### src/rtl/acu_pkg.sv
// Purpose: shared constants and types for the accumulator conversion unit
// Assumes: 32-bit Avalon-MM slave with byte addresses, one aligned word per register
// Notes:   every offset, field position and reset value is named here once
package acu_pkg;
   // register byte offsets
   localparam logic [4:0] ACU_OFS_ACC1    = 5'h00;  // primary accumulator
   localparam logic [4:0] ACU_OFS_ACC2    = 5'h04;  // secondary accumulator
   localparam logic [4:0] ACU_OFS_STATUS  = 5'h08;  // status word
   localparam logic [4:0] ACU_OFS_CMD     = 5'h0c;  // operation issue, write only
   localparam logic [4:0] ACU_OFS_IRQ_STS = 5'h10;  // sticky events, read only
   localparam logic [4:0] ACU_OFS_IRQ_CLR = 5'h14;  // event clear, write only
   localparam logic [4:0] ACU_OFS_IRQ_EN  = 5'h18;  // event enable
   // status word bit positions
   localparam int ACU_ST_RLO_POS = 0;    // logic result bit
   localparam int ACU_ST_OS_POS  = 1;    // sticky fault flag
   localparam int ACU_ST_OV_POS  = 2;    // arith fault flag
   localparam int ACU_ST_CC0_POS = 3;    // cond code lo
   localparam int ACU_ST_CC1_POS = 4;    // cond code hi
   // event bit positions
   localparam int ACU_EV_DONE_POS  = 0;  // operation finished
   localparam int ACU_EV_FAULT_POS = 1;  // operation raised the fault flag
   localparam int ACU_EV_W         = 2;  // number of event bits
   // reset values
   localparam logic [31:0] ACU_ACC_RST    = 32'h0000_0000;
   localparam logic [4:0]  ACU_STATUS_RST = 5'h00;
   localparam logic [1:0]  ACU_EV_RST     = 2'h0;
   // conversion constants
   localparam logic [31:0] ACU_BCD_MAX    = 32'h0098_967f;  // 9,999,999
   localparam logic [15:0] ACU_MIN16      = 16'h8000;       // -32768
   localparam logic [31:0] ACU_MIN32      = 32'h8000_0000;  // most negative
   localparam logic [7:0]  ACU_FLT_BIAS31 = 8'h9e;          // exponent bias 127 + 31
   // condition code pairs
   localparam logic [1:0] ACU_CC_ZERO = 2'b00;
   localparam logic [1:0] ACU_CC_NEG  = 2'b01;
   localparam logic [1:0] ACU_CC_POS  = 2'b10;

   // operation codes written to the command register
   typedef enum logic [3:0] {
      ACU_OP_NOP      = 4'b0000,
      ACU_OP_SEXT     = 4'b0001,  // sext_16_to_32_op
      ACU_OP_BCD      = 4'b0010,  // bin32_to_bcd_op
      ACU_OP_I2F      = 4'b0011,  // integer to float
      ACU_OP_NOT16    = 4'b0100,  // not16_op
      ACU_OP_NOT32    = 4'b0101,  // not32_op
      ACU_OP_NEG16    = 4'b0110,  // neg16_op
      ACU_OP_NEG32    = 4'b0111,  // neg32_op
      ACU_OP_FSIGN    = 4'b1000   // float_sign_flip_op
   } acu_op_type;

   // status word as carried between processes
   typedef struct packed {
      logic cond_code_hi;
      logic cond_code_lo;
      logic arith_fault_flag;
      logic sticky_fault_flag;
      logic logic_result_bit;
   } acu_status_type;

   // bus handshake states
   typedef enum logic {
      ACU_BUS_IDLE = 1'b0,
      ACU_BUS_ACK  = 1'b1
   } acu_bus_type;
endpackage : acu_pkg

### src/rtl/acu_bcd_conv.sv
// Purpose: signed 32-bit binary to seven-digit sign-filled BCD word
// Assumes: purely combinational, result used only when in_range is high
// Notes:   magnitude fits 24 bits whenever the value is in range
`timescale 1ns/10ps
module acu_bcd_conv (
   // operand
   input  wire logic [31:0] bin_in,
   // result
   output logic      [31:0] bcd_out,
   output logic             in_range
);
   import acu_pkg::*;

   logic [31:0] mag;      // absolute value, -2^31 gives 2^31
   logic [27:0] digits;   // seven packed digits

   // shift-and-add-three over the low 24 magnitude bits
   function automatic logic [27:0] dabble(input logic [23:0] v);
      logic [27:0] d;
      d = 28'h0;
      for (int i = 23; i >= 0; i--) begin
         for (int k = 0; k < 7; k++) begin
            if (d[4*k +: 4] > 4'h4) begin
               d[4*k +: 4] = d[4*k +: 4] + 4'h3;
            end
         end
         d = {d[26:0], v[i]};
      end
      return d;
   endfunction : dabble

   // magnitude, range check and sign fill
   always_comb begin
      mag      = bin_in[31] ? (~bin_in + 32'h1) : bin_in;
      in_range = (mag <= ACU_BCD_MAX);
      digits   = dabble(mag[23:0]);
      bcd_out  = {{4{bin_in[31]}}, digits};  // [RULE_02] [RULE_03]
   end
endmodule : acu_bcd_conv

### src/rtl/acu_int_to_float.sv
// Purpose: signed 32-bit integer to single-precision float
// Assumes: purely combinational
// Notes:   round to nearest, ties to even mantissa
`timescale 1ns/10ps
module acu_int_to_float (
   // operand
   input  wire logic [31:0] int_in,
   // result
   output logic      [31:0] flt_out
);
   import acu_pkg::*;

   logic [31:0] mag;      // absolute value
   logic [31:0] norm;     // magnitude with leading one at bit 31
   logic [4:0]  lz;       // leading zero count
   logic [30:0] packed_v; // exponent and mantissa before rounding
   logic        rnd_up;   // round increment

   // normalise, then round on guard and sticky bits
   always_comb begin
      mag = int_in[31] ? (~int_in + 32'h1) : int_in;
      lz  = 5'd0;
      for (int i = 0; i < 32; i++) begin
         if (mag[i]) begin
            lz = 5'(31 - i);
         end
      end
      norm     = mag << lz;
      packed_v = {ACU_FLT_BIAS31 - {3'b000, lz}, norm[30:8]};
      rnd_up   = norm[7] & ((|norm[6:0]) | norm[8]);  // [RULE_14]
      if (mag == 32'h0) begin
         flt_out = 32'h0;
      end else begin
         // carry out of the mantissa bumps the exponent [RULE_05]
         flt_out = {int_in[31], packed_v + {30'h0, rnd_up}};
      end
   end
endmodule : acu_int_to_float

### src/rtl/acu_top.sv
// Purpose: accumulator conversion and complement unit behind an Avalon-MM slave
// Assumes: single clock, asynchronous active-low reset, one operation per command write
// Notes:   an operation takes effect at the edge that completes its command write
//
// Behaviour
// [RULE_01] sign-extend low word into whole accumulator
// [RULE_02] binary to seven BCD digits in bits 0-27
// [RULE_03] bits 28-31 filled with the sign
// [RULE_04] BCD out of range sets both fault flags
// [RULE_05] integer to float, other status untouched
// [RULE_06] invert low word only, status untouched
// [RULE_07] invert whole accumulator, status untouched
// [RULE_08] low word negated by invert plus one
// [RULE_09] 16-bit negation codes, fault on -32768
// [RULE_10] whole accumulator negated by invert plus one
// [RULE_11] 32-bit negation codes, fault on minimum
// [RULE_12] 32-bit negation leaves logic result bit
// [RULE_13] float negation flips bit 31 only
// [RULE_14] float rounding nearest, ties to even
// [RULE_15] 16-bit ops keep high word and secondary
// [RULE_16] BCD out of range keeps the accumulator
`timescale 1ns/10ps
module acu_top #(
   parameter int DATA_W = 32  // accumulator width, only 32 is served
) (
   // clock and reset
   input  wire logic                 clock,
   input  wire logic                 nrst,
   // avalon-mm slave
   input  wire logic [4:0]           avs_address,
   input  wire logic                 avs_read,
   input  wire logic                 avs_write,
   input  wire logic [DATA_W-1:0]    avs_writedata,
   input  wire logic [3:0]           avs_byteenable,
   output logic      [DATA_W-1:0]    avs_readdata,
   output logic                      avs_waitrequest,
   // interrupt
   output logic                      irq
);
   import acu_pkg::*;

   // the datapath is written for a 32-bit word
   if (DATA_W != 32) begin : g_bad_width
      $error("acu_top supports DATA_W of 32 only");
   end

   acu_bus_type    bus_ff;          // handshake state
   logic [31:0]    acc1_ff;         // primary accumulator
   logic [31:0]    acc2_ff;         // secondary accumulator
   acu_status_type st_ff;           // status word
   logic [1:0]     ev_sts_ff;       // sticky events
   logic [1:0]     ev_en_ff;        // event enables
   logic [31:0]    rdata_ff;        // registered read data
   logic           wait_ff;         // registered waitrequest
   logic           irq_ff;          // registered interrupt

   logic           wr_go;           // write completes this edge
   logic [31:0]    wmask;           // byte lane mask
   logic           cmd_go;          // operation issued this edge
   acu_op_type     op;              // decoded operation
   logic [31:0]    nxt_acc1;        // datapath result
   acu_status_type nxt_st;          // datapath status
   logic           op_fault;        // operation raised arith fault
   logic [31:0]    bcd_word;        // converter result
   logic           bcd_ok;          // converter input in range
   logic [31:0]    flt_word;        // float converter result
   logic [15:0]    neg16;           // negated low word
   logic [31:0]    neg32;           // negated whole word
   logic [1:0]     ev_set;          // events this edge
   logic [1:0]     ev_clr;          // clears this edge
   logic [31:0]    rd_mux;          // read selection

   // byte enables widened to a bit mask
   function automatic logic [31:0] lane_mask(input logic [3:0] be);
      logic [31:0] m;
      m = 32'h0;
      for (int b = 0; b < 4; b++) begin
         m[8*b +: 8] = {8{be[b]}};
      end
      return m;
   endfunction : lane_mask

   // condition codes and fault after a negation, sticky kept unless faulting
   function automatic acu_status_type neg_status(input acu_status_type s,
                                                 input logic is_zero,
                                                 input logic is_neg,
                                                 input logic is_min);
      acu_status_type r;
      r = s;
      if (is_min) begin
         {r.cond_code_hi, r.cond_code_lo} = ACU_CC_NEG;
         r.arith_fault_flag  = 1'b1;
         r.sticky_fault_flag = 1'b1;
      end else begin
         if (is_zero) begin
            {r.cond_code_hi, r.cond_code_lo} = ACU_CC_ZERO;
         end else if (is_neg) begin
            {r.cond_code_hi, r.cond_code_lo} = ACU_CC_NEG;
         end else begin
            {r.cond_code_hi, r.cond_code_lo} = ACU_CC_POS;
         end
         r.arith_fault_flag = 1'b0;
      end
      return r;
   endfunction : neg_status

   // converters
   acu_bcd_conv u_bcd (
      .bin_in   (acc1_ff),
      .bcd_out  (bcd_word),
      .in_range (bcd_ok)
   );

   acu_int_to_float u_i2f (
      .int_in  (acc1_ff),
      .flt_out (flt_word)
   );

   // request decode
   assign wr_go  = (bus_ff == ACU_BUS_ACK) && avs_write;
   assign wmask  = lane_mask(avs_byteenable);
   assign cmd_go = wr_go && (avs_address == ACU_OFS_CMD) && avs_byteenable[0];
   assign op     = acu_op_type'(avs_writedata[3:0]);
   assign neg16  = ~acc1_ff[15:0] + 16'h1;
   assign neg32  = ~acc1_ff + 32'h1;

   // operation datapath
   always_comb begin
      nxt_acc1 = acc1_ff;
      nxt_st   = st_ff;
      op_fault = 1'b0;
      case (op)
         ACU_OP_SEXT: begin
            nxt_acc1 = {{16{acc1_ff[15]}}, acc1_ff[15:0]};  // [RULE_01]
         end
         ACU_OP_BCD: begin
            if (bcd_ok) begin
               nxt_acc1 = bcd_word;  // [RULE_02] [RULE_03]
            end else begin
               // accumulator kept, only the two fault flags rise [RULE_04] [RULE_16]
               nxt_st.arith_fault_flag  = 1'b1;
               nxt_st.sticky_fault_flag = 1'b1;
               op_fault                 = 1'b1;
            end
         end
         ACU_OP_I2F: begin
            nxt_acc1 = flt_word;  // [RULE_05]
         end
         ACU_OP_NOT16: begin
            nxt_acc1 = {acc1_ff[31:16], ~acc1_ff[15:0]};  // [RULE_06] [RULE_15]
         end
         ACU_OP_NOT32: begin
            nxt_acc1 = ~acc1_ff;  // [RULE_07]
         end
         ACU_OP_NEG16: begin
            nxt_acc1 = {acc1_ff[31:16], neg16};  // [RULE_08] [RULE_15]
            nxt_st   = neg_status(st_ff, neg16 == 16'h0, neg16[15],
                                  acc1_ff[15:0] == ACU_MIN16);  // [RULE_09]
            op_fault = (acc1_ff[15:0] == ACU_MIN16);
         end
         ACU_OP_NEG32: begin
            nxt_acc1 = neg32;  // [RULE_10]
            // logic result bit passes through neg_status untouched [RULE_12]
            nxt_st   = neg_status(st_ff, neg32 == 32'h0, neg32[31],
                                  acc1_ff == ACU_MIN32);  // [RULE_11]
            op_fault = (acc1_ff == ACU_MIN32);
         end
         ACU_OP_FSIGN: begin
            nxt_acc1 = {~acc1_ff[31], acc1_ff[30:0]};  // [RULE_13]
         end
         default: begin
            nxt_acc1 = acc1_ff;  // no-op and unknown codes change nothing
         end
      endcase
   end

   // bus handshake: one wait cycle, then the transfer completes
   always_ff @(posedge clock or negedge nrst) begin
      if (!nrst) begin
         bus_ff  <= ACU_BUS_IDLE;
         wait_ff <= 1'b1;
      end else begin
         case (bus_ff)
            ACU_BUS_IDLE: begin
               if (avs_read || avs_write) begin
                  bus_ff  <= ACU_BUS_ACK;
                  wait_ff <= 1'b0;
               end
            end
            ACU_BUS_ACK: begin
               bus_ff  <= ACU_BUS_IDLE;
               wait_ff <= 1'b1;
            end
            default: begin
               bus_ff  <= ACU_BUS_IDLE;
               wait_ff <= 1'b1;
            end
         endcase
      end
   end

   // read selection, unmapped and write-only offsets read zero
   always_comb begin
      case (avs_address)
         ACU_OFS_ACC1:    rd_mux = acc1_ff;
         ACU_OFS_ACC2:    rd_mux = acc2_ff;
         ACU_OFS_STATUS:  rd_mux = {27'h0, st_ff};
         ACU_OFS_IRQ_STS: rd_mux = {30'h0, ev_sts_ff};
         ACU_OFS_IRQ_EN:  rd_mux = {30'h0, ev_en_ff};
         default:         rd_mux = 32'h0;
      endcase
   end

   // read data captured as the wait cycle ends
   always_ff @(posedge clock or negedge nrst) begin
      if (!nrst) begin
         rdata_ff <= 32'h0;
      end else if (bus_ff == ACU_BUS_IDLE && avs_read) begin
         rdata_ff <= rd_mux;
      end
   end

   // primary accumulator: software write or operation result
   always_ff @(posedge clock or negedge nrst) begin
      if (!nrst) begin
         acc1_ff <= ACU_ACC_RST;
      end else if (cmd_go) begin
         acc1_ff <= nxt_acc1;
      end else if (wr_go && avs_address == ACU_OFS_ACC1) begin
         acc1_ff <= (acc1_ff & ~wmask) | (avs_writedata & wmask);
      end
   end

   // secondary accumulator: only software writes it [RULE_15]
   always_ff @(posedge clock or negedge nrst) begin
      if (!nrst) begin
         acc2_ff <= ACU_ACC_RST;
      end else if (wr_go && avs_address == ACU_OFS_ACC2) begin
         acc2_ff <= (acc2_ff & ~wmask) | (avs_writedata & wmask);
      end
   end

   // status word: operation result or low-byte software write
   always_ff @(posedge clock or negedge nrst) begin
      if (!nrst) begin
         st_ff <= acu_status_type'(ACU_STATUS_RST);
      end else if (cmd_go) begin
         st_ff <= nxt_st;
      end else if (wr_go && avs_address == ACU_OFS_STATUS && avs_byteenable[0]) begin
         st_ff <= acu_status_type'(avs_writedata[4:0]);
      end
   end

   // event sources and clears
   always_comb begin
      ev_set                   = 2'h0;
      ev_set[ACU_EV_DONE_POS]  = cmd_go;
      ev_set[ACU_EV_FAULT_POS] = cmd_go && op_fault;
      ev_clr                   = 2'h0;
      if (wr_go && avs_address == ACU_OFS_IRQ_CLR && avs_byteenable[0]) begin
         ev_clr = avs_writedata[1:0];
      end
   end

   // sticky events, a set in the clearing cycle wins
   always_ff @(posedge clock or negedge nrst) begin
      if (!nrst) begin
         ev_sts_ff <= ACU_EV_RST;
      end else begin
         ev_sts_ff <= (ev_sts_ff & ~ev_clr) | ev_set;
      end
   end

   // event enables
   always_ff @(posedge clock or negedge nrst) begin
      if (!nrst) begin
         ev_en_ff <= ACU_EV_RST;
      end else if (wr_go && avs_address == ACU_OFS_IRQ_EN && avs_byteenable[0]) begin
         ev_en_ff <= avs_writedata[1:0];
      end
   end

   // interrupt level follows enabled sticky events one edge later
   always_ff @(posedge clock or negedge nrst) begin
      if (!nrst) begin
         irq_ff <= 1'b0;
      end else begin
         irq_ff <= |(ev_sts_ff & ev_en_ff);
      end
   end

   // outputs straight from flip-flops
   assign avs_readdata    = rdata_ff;
   assign avs_waitrequest = wait_ff;
   assign irq             = irq_ff;
endmodule : acu_top

### config.mk
export PLATFORM = sky130hd
export DESIGN_NAME = acu_top
export DESIGN_NICKNAME = d
export VERILOG_FILES = /design/src/rtl/acu_pkg.sv /design/src/rtl/acu_bcd_conv.sv /design/src/rtl/acu_int_to_float.sv /design/src/rtl/acu_top.sv
export SDC_FILE = /design/constraint.sdc
export NUM_CORES = 1
export LEC_CHECK = 0
export ABC_CLOCK_PERIOD_IN_PS = 20100
export BUFFER_PORTS_ARGS = -buffer_cell sky130_fd_sc_hd__buf_2
export CORE_MARGIN = 1
export CORE_UTILIZATION = 50
export DETAILED_ROUTE_END_ITERATION = 8
export HOLD_SLACK_MARGIN = 0.15
export PLACE_DENSITY = 0.69
export SYNTH_ARGS = -nofsm -noshare
export SYNTH_HDL_FRONTEND = slang
export SYNTH_HIERARCHICAL = 1
export SYNTH_SLANG_ARGS = --single-unit
export TNS_END_PERCENT = 100
### constraint.sdc
create_clock -name clock -period 20.1 [get_ports clock]
set_input_delay 1.005 -clock clock [delete_from_list [all_inputs] [get_ports clock]]
set_output_delay 1.005 -clock clock [all_outputs]
set_load 0.02 [all_outputs]
Yosys cells after proc, flatten, opt, wreduce, memory -nomap -nowiden
Index checks and enable logic that the tools add are counted.
W data, S select, Z words.
{"block": "op_classes", "add_sub_neg": 88, "order_cmp": 85, "eq_ne": 32, "shift": 1, "n_mux": 143, "bitwise": 17, "n_reduce_logical": 29}
{"operator": "$mux W4", "count": 81}
{"operator": "$gt A4 B3 Y1 const B", "count": 77}
{"operator": "$add A4 B2 Y4 const B", "count": 75}
{"operator": "$pmux W32 S8", "count": 1}
{"operator": "$mux W5", "count": 34}
{"operator": "$pmux W32 S5", "count": 1}
{"operator": "$mux W32", "count": 4}
{"operator": "$and A32 B32 Y32", "count": 3}
{"operator": "$logic_not A32 Y1", "count": 2}
{"operator": "$not A32 Y32", "count": 2}
{"operator": "$or A32 B32 Y32", "count": 2}
{"operator": "$add A32 B1 Y32 const B", "count": 1}
{"operator": "$eq A32 B32 Y1 const B", "count": 1}
{"operator": "$le A32 B24 Y1 const B", "count": 1}
{"operator": "$shl A32 B5 Y31", "count": 1}
{"operator": "$add A31 B1 Y31", "count": 1}
{"operator": "$mux W31", "count": 1}
{"operator": "$add A3 B2 Y4 const B", "count": 6}
{"operator": "$gt A3 B3 Y1 const B", "count": 7}
{"operator": "$add A16 B1 Y16 const B", "count": 1}
{"operator": "$eq A16 B16 Y1 const B", "count": 1}
{"operator": "$eq A4 B3 Y1 const B", "count": 4}
{"operator": "$logic_not A16 Y1", "count": 1}
{"operator": "$not A16 Y16", "count": 1}
{"operator": "other kinds (38)", "count": 86}
{"block": "word_totals", "reg_bits": 108, "inputBits": 45, "out_inout_bits": 34, "word_cells": 410}

Logic depth before layout (Yosys ltp)
{"block": "depth", "ltp_word": 48, "ltp_mapped": 106, "depth_no_buf": 96}

Cells and area by module
Netlist, hierarchy kept.
{"module": "acu_bcd_conv", "n_inst": 1, "cells_per_inst": 2088, "area_per_inst_um2": 14350.0, "seq_area_each_um2": 0.0}
{"module": "acu_top", "n_inst": 1, "cells_per_inst": 793, "area_per_inst_um2": 6751.5, "seq_area_each_um2": 2703.8}
{"module": "acu_int_to_float", "n_inst": 1, "cells_per_inst": 848, "area_per_inst_um2": 5640.4, "seq_area_each_um2": 0.0}

Worst setup path before layout
Ideal clock, no wire load.
{"block": "synth_path", "path_type": "register to register", "from": "register with a tool-made name", "to": "register with a tool-made name", "setup_ns": 0.136, "t_arrival_ns": 19.532, "required_ns": 19.964, "setup_slack_ns": 0.432, "path_stages_with_launch": 98, "n_path_buf": 10, "synth_period_minus_slack_ns": 19.668, "path_cell_list": "dfrtp_1 -> nor4_1 -> nand4_1 -> buf_2 -> or2_2 -> o21ai_0 -> xor2_1 -> nand2_1 -> ha_1 -> nand3_1 -> a21oi_1 -> a211oi_2 -> xnor2_2 -> nor3_2 -> or3_1 -> buf_4 -> inv_2 -> ha_1 -> [... 62 more ...] -> xnor2_1 -> ha_1 -> and4b_1 -> nor2_1 -> ha_1 -> or3_1 -> nor3_1 -> nor3_1 -> a21oi_1 -> inv_1 -> ha_1 -> inv_1 -> a21boi_2 -> mux2i_1 -> a22oi_1 -> nor2_1 -> a2111oi_0 -> o21ai_0"}

==> results.json <==
{
  "synthArstFlopShare_pct": 100,
  "cp-start-kind": "flip-flop",
  "vias": 30610,
  "coreArea_um2": 52700,
  "fin_cells": 4383,
  "tightest_slew_ps": 1170,
  "drtPass1Iterations": 8,
  "num-fill-cells": 5189,
  "crit_path_end_kind": "flip-flop",
  "drt_iter0_drc": 3564,
  "hold_path.class": "reg -> reg",
  "drive_above_1_share_pct": 16.3,
  "grt_first_pass_wirelength_um": 150000,
  "drv_slew": 0,
  "synth-main-ff-cell": "dfrtp_1",
  "die_x_um": 233,
  "hold_depth": 2,
  "clk_pin_slew_worst_paths_ps": 70,
  "max_stage_delay_ps": 600,
  "area_growth_pct": 7.11,
  "fin_area_um2": 28600,
  "synth_seq_cells": 108,
  "critPathTopFamily": "compound AO/OA/AOI/OAI gates",
  "finalHoldViolCount": 0,
  "synth_edf_count": 0,
  "gp_congestion": 0.963,
  "syn_inst": 3729,
  "via_per_inst": 6.98,
  "clock_sinks": 108,
  "fmax_ghz": 0.0517,
  "final_cell_mix": "363 x nand2_1, 347 x nor2_1, 231 x o21ai_0, 183 x a21oi_1, 138 x buf_4",
  "syn_avg_cell_area_um2": 7.17,
  "ys_seq_area_share_pct": 10.1,
  "drtAntennaViolNets": 0,
  "path_class": "reg -> reg",
  "totalWireLength_um": 97300,
  "htreeDepth": 3,
  "synth_cell_types": 152,
  "critPathSlowestCell": "o22ai_1",
  "port-buffer-count": 78,
  "nets": 3830,
  "arrival_ps": 19560,
  "path_max_fanout": 12,
  "tritoncts": "built",
  "clock_latency_ps": 360,
  "syn_area_um2": 26700,
  "status": "completed",
  "final_util_pct": 54.4,
  "slew_headroom_pct": 21.6,
  "hold_slack_ps": 484,
  "rr_worst_depth": 88,
  "die-area_um2": 54400,
  "cp_num_buf_inv": 12,
  "clock_skew_ps": 11.6,
  "io_pins": 79,
  "antenna-diode-count": 0,
  "cp.required_ps": 20320,
  "drc": 0,
  "postPlaceCellArea_um2": 27500,
  "wl_per_cell_um": 22.2,
  "setup_viol_count_final": 0,
  "finalCriticalPeriod_ps": 19330,
  "clockRootBuffer": "clkbuf_16",
  "timing.critical_path.mode_cell": "ha_1",
  "yosys_warnings": 6,
  "yosysTopAreaCellShare_pct": 10.0,
  "track_usage_pct": 33.9,
  "row_count": 84,
  "maxCapViolations": 0,
  "fp.dieH_um": 233,
  "synth_fp_nets": 3869,
  "grt_overflow": 0,
  "yosys.area.top_type": "dfrtp_1",
  "synthTopCellsByArea": "dfrtp_1 10%, nand2_1 5.1%, nor2_1 5.0%",
  "final_common_cell": "nand2_1",
  "first_global_vias": 26691,
  "min_period_over_period_pct": 96.2,
  "antenna_found_initial": 1,
  "initial_core_util_pct": 50.8,
  "worst-path-stages": 88,
  "cts_buffers": 9,
  "dp_hpwl_um": 73100,
  "clk_path_buf_depth": 2,
  "grt_max_degree": 84,
  "place_inst": 4329
}
==> worst paths after layout <==
kind / startpoint / endpoint / slack [ps]
min in group asynchronous: nrst / avs_readdata[3]$_DFFE_PN0P_ / 630
worst min register to register: avs_readdata[25]$_DFFE_PN0P_ / avs_readdata[25]$_DFFE_PN0P_ / 480
worst min-delay path: avs_readdata[25]$_DFFE_PN0P_ / avs_readdata[25]$_DFFE_PN0P_ / 480
worst max register to register: flip-flop / flip-flop / 770
worst max-delay path: flip-flop / flip-flop / 770
max in group asynchronous: nrst / asynchronous set/reset pin / 18210
==> final cells by class <==
| class | count | area [um^2] | share of cell area, % |
|---|---|---|---|
| clock buffers | 10 | 229 | 0.799 |
| clock inverters | 6 | 56.3 | 0.197 |
| inverters | 100 | 375 | 1.31 |
| multi-input cells | 3254 | 23000 | 80.2 |
| flip-flops and latches | 108 | 2710 | 9.45 |
| well taps | 688 | 861 | 3.01 |
| repair buffers | 217 | 1450 | 5.05 |
==> worst register-to-register path: cells and delay by family (launching register included) <==
kind | cells | cell delay [ps]
multiplexers | 3 | 700
buffers and inverters | 12 | 1660
AND/OR/NAND/NOR | 26 | 6040
flip-flops | 1 | 430
adder cells (fa/ha/maj) | 13 | 3140
AO/OA/AOI/OAI | 31 | 6700
XOR/XNOR | 3 | 540
==> what timing repair did <==
item                                    4_1_cts  5_1_grt
gates resized for setup                      13      100
pin swaps                                     0       32
endpoints found under the setup margin       23       27
buffers inserted                              0       38
hold buffers                                  0        0
cloned                                        0        0
==> logic make-up (layout without fill, tap and decap cells) <==
logic type / count (synthesis) / after routing / synth area share [%]
AND/OR/NAND/NOR: 1449 / 1449 / 27.7
XOR/XNOR: 180 / 180 / 6.44
buffers and inverters: 367 / 333 / 6.11
AO/OA/AOI/OAI: 1311 / 1311 / 36.4
multiplexers: 216 / 216 / 8.64
adder cells (fa/ha/maj): 98 / 98 / 4.56
flip-flops: 108 / 108 / 10.1
==> metal layers <==
metal | vias to the layer above | routed length, um | global-route usage (%) | share of wire (%)
met4 | 0 | 4810 | 15.4 | 4.9
met1 | 14560 | 41200 | 45.6 | 42
li1 | 14303 | - | - | -
met5 | - | 0 | 0 | 0
met3 | 258 | 7150 | 3.86 | 7.4
met2 | 1489 | 44100 | 54.1 | 45
==> cell usage after synthesis, drive strengths merged, types with 59 or more instances <==
library cell and n:
nand2 373, nand4 59, o211ai 86, a21oi 202, mux2 89, nor2 359
ha 95, nor3 151, clkbuf 166, a211oi 64, dfrtp 107, a22oi 80
inv 99, o21ai 273, nor4 73, buf 101, xor2 68, xnor2 106
mux2i 126, nand3 127
==> through the flow <==
| step | setup WS [ps] | setup TNS, ps |
|---|---|---|
| finish | 765 | 0 |
| global route | -277 | -2240 |
| CTS | 1.29 | 0 |
| detailed placement | -537 | -5400 |
| global placement | -49.0 | -86.8 |
| floorplan | 432 | 0 |
Power is not shown: default switching activity piles up to over one toggle a cycle in this logic, so the estimate is an artifact.
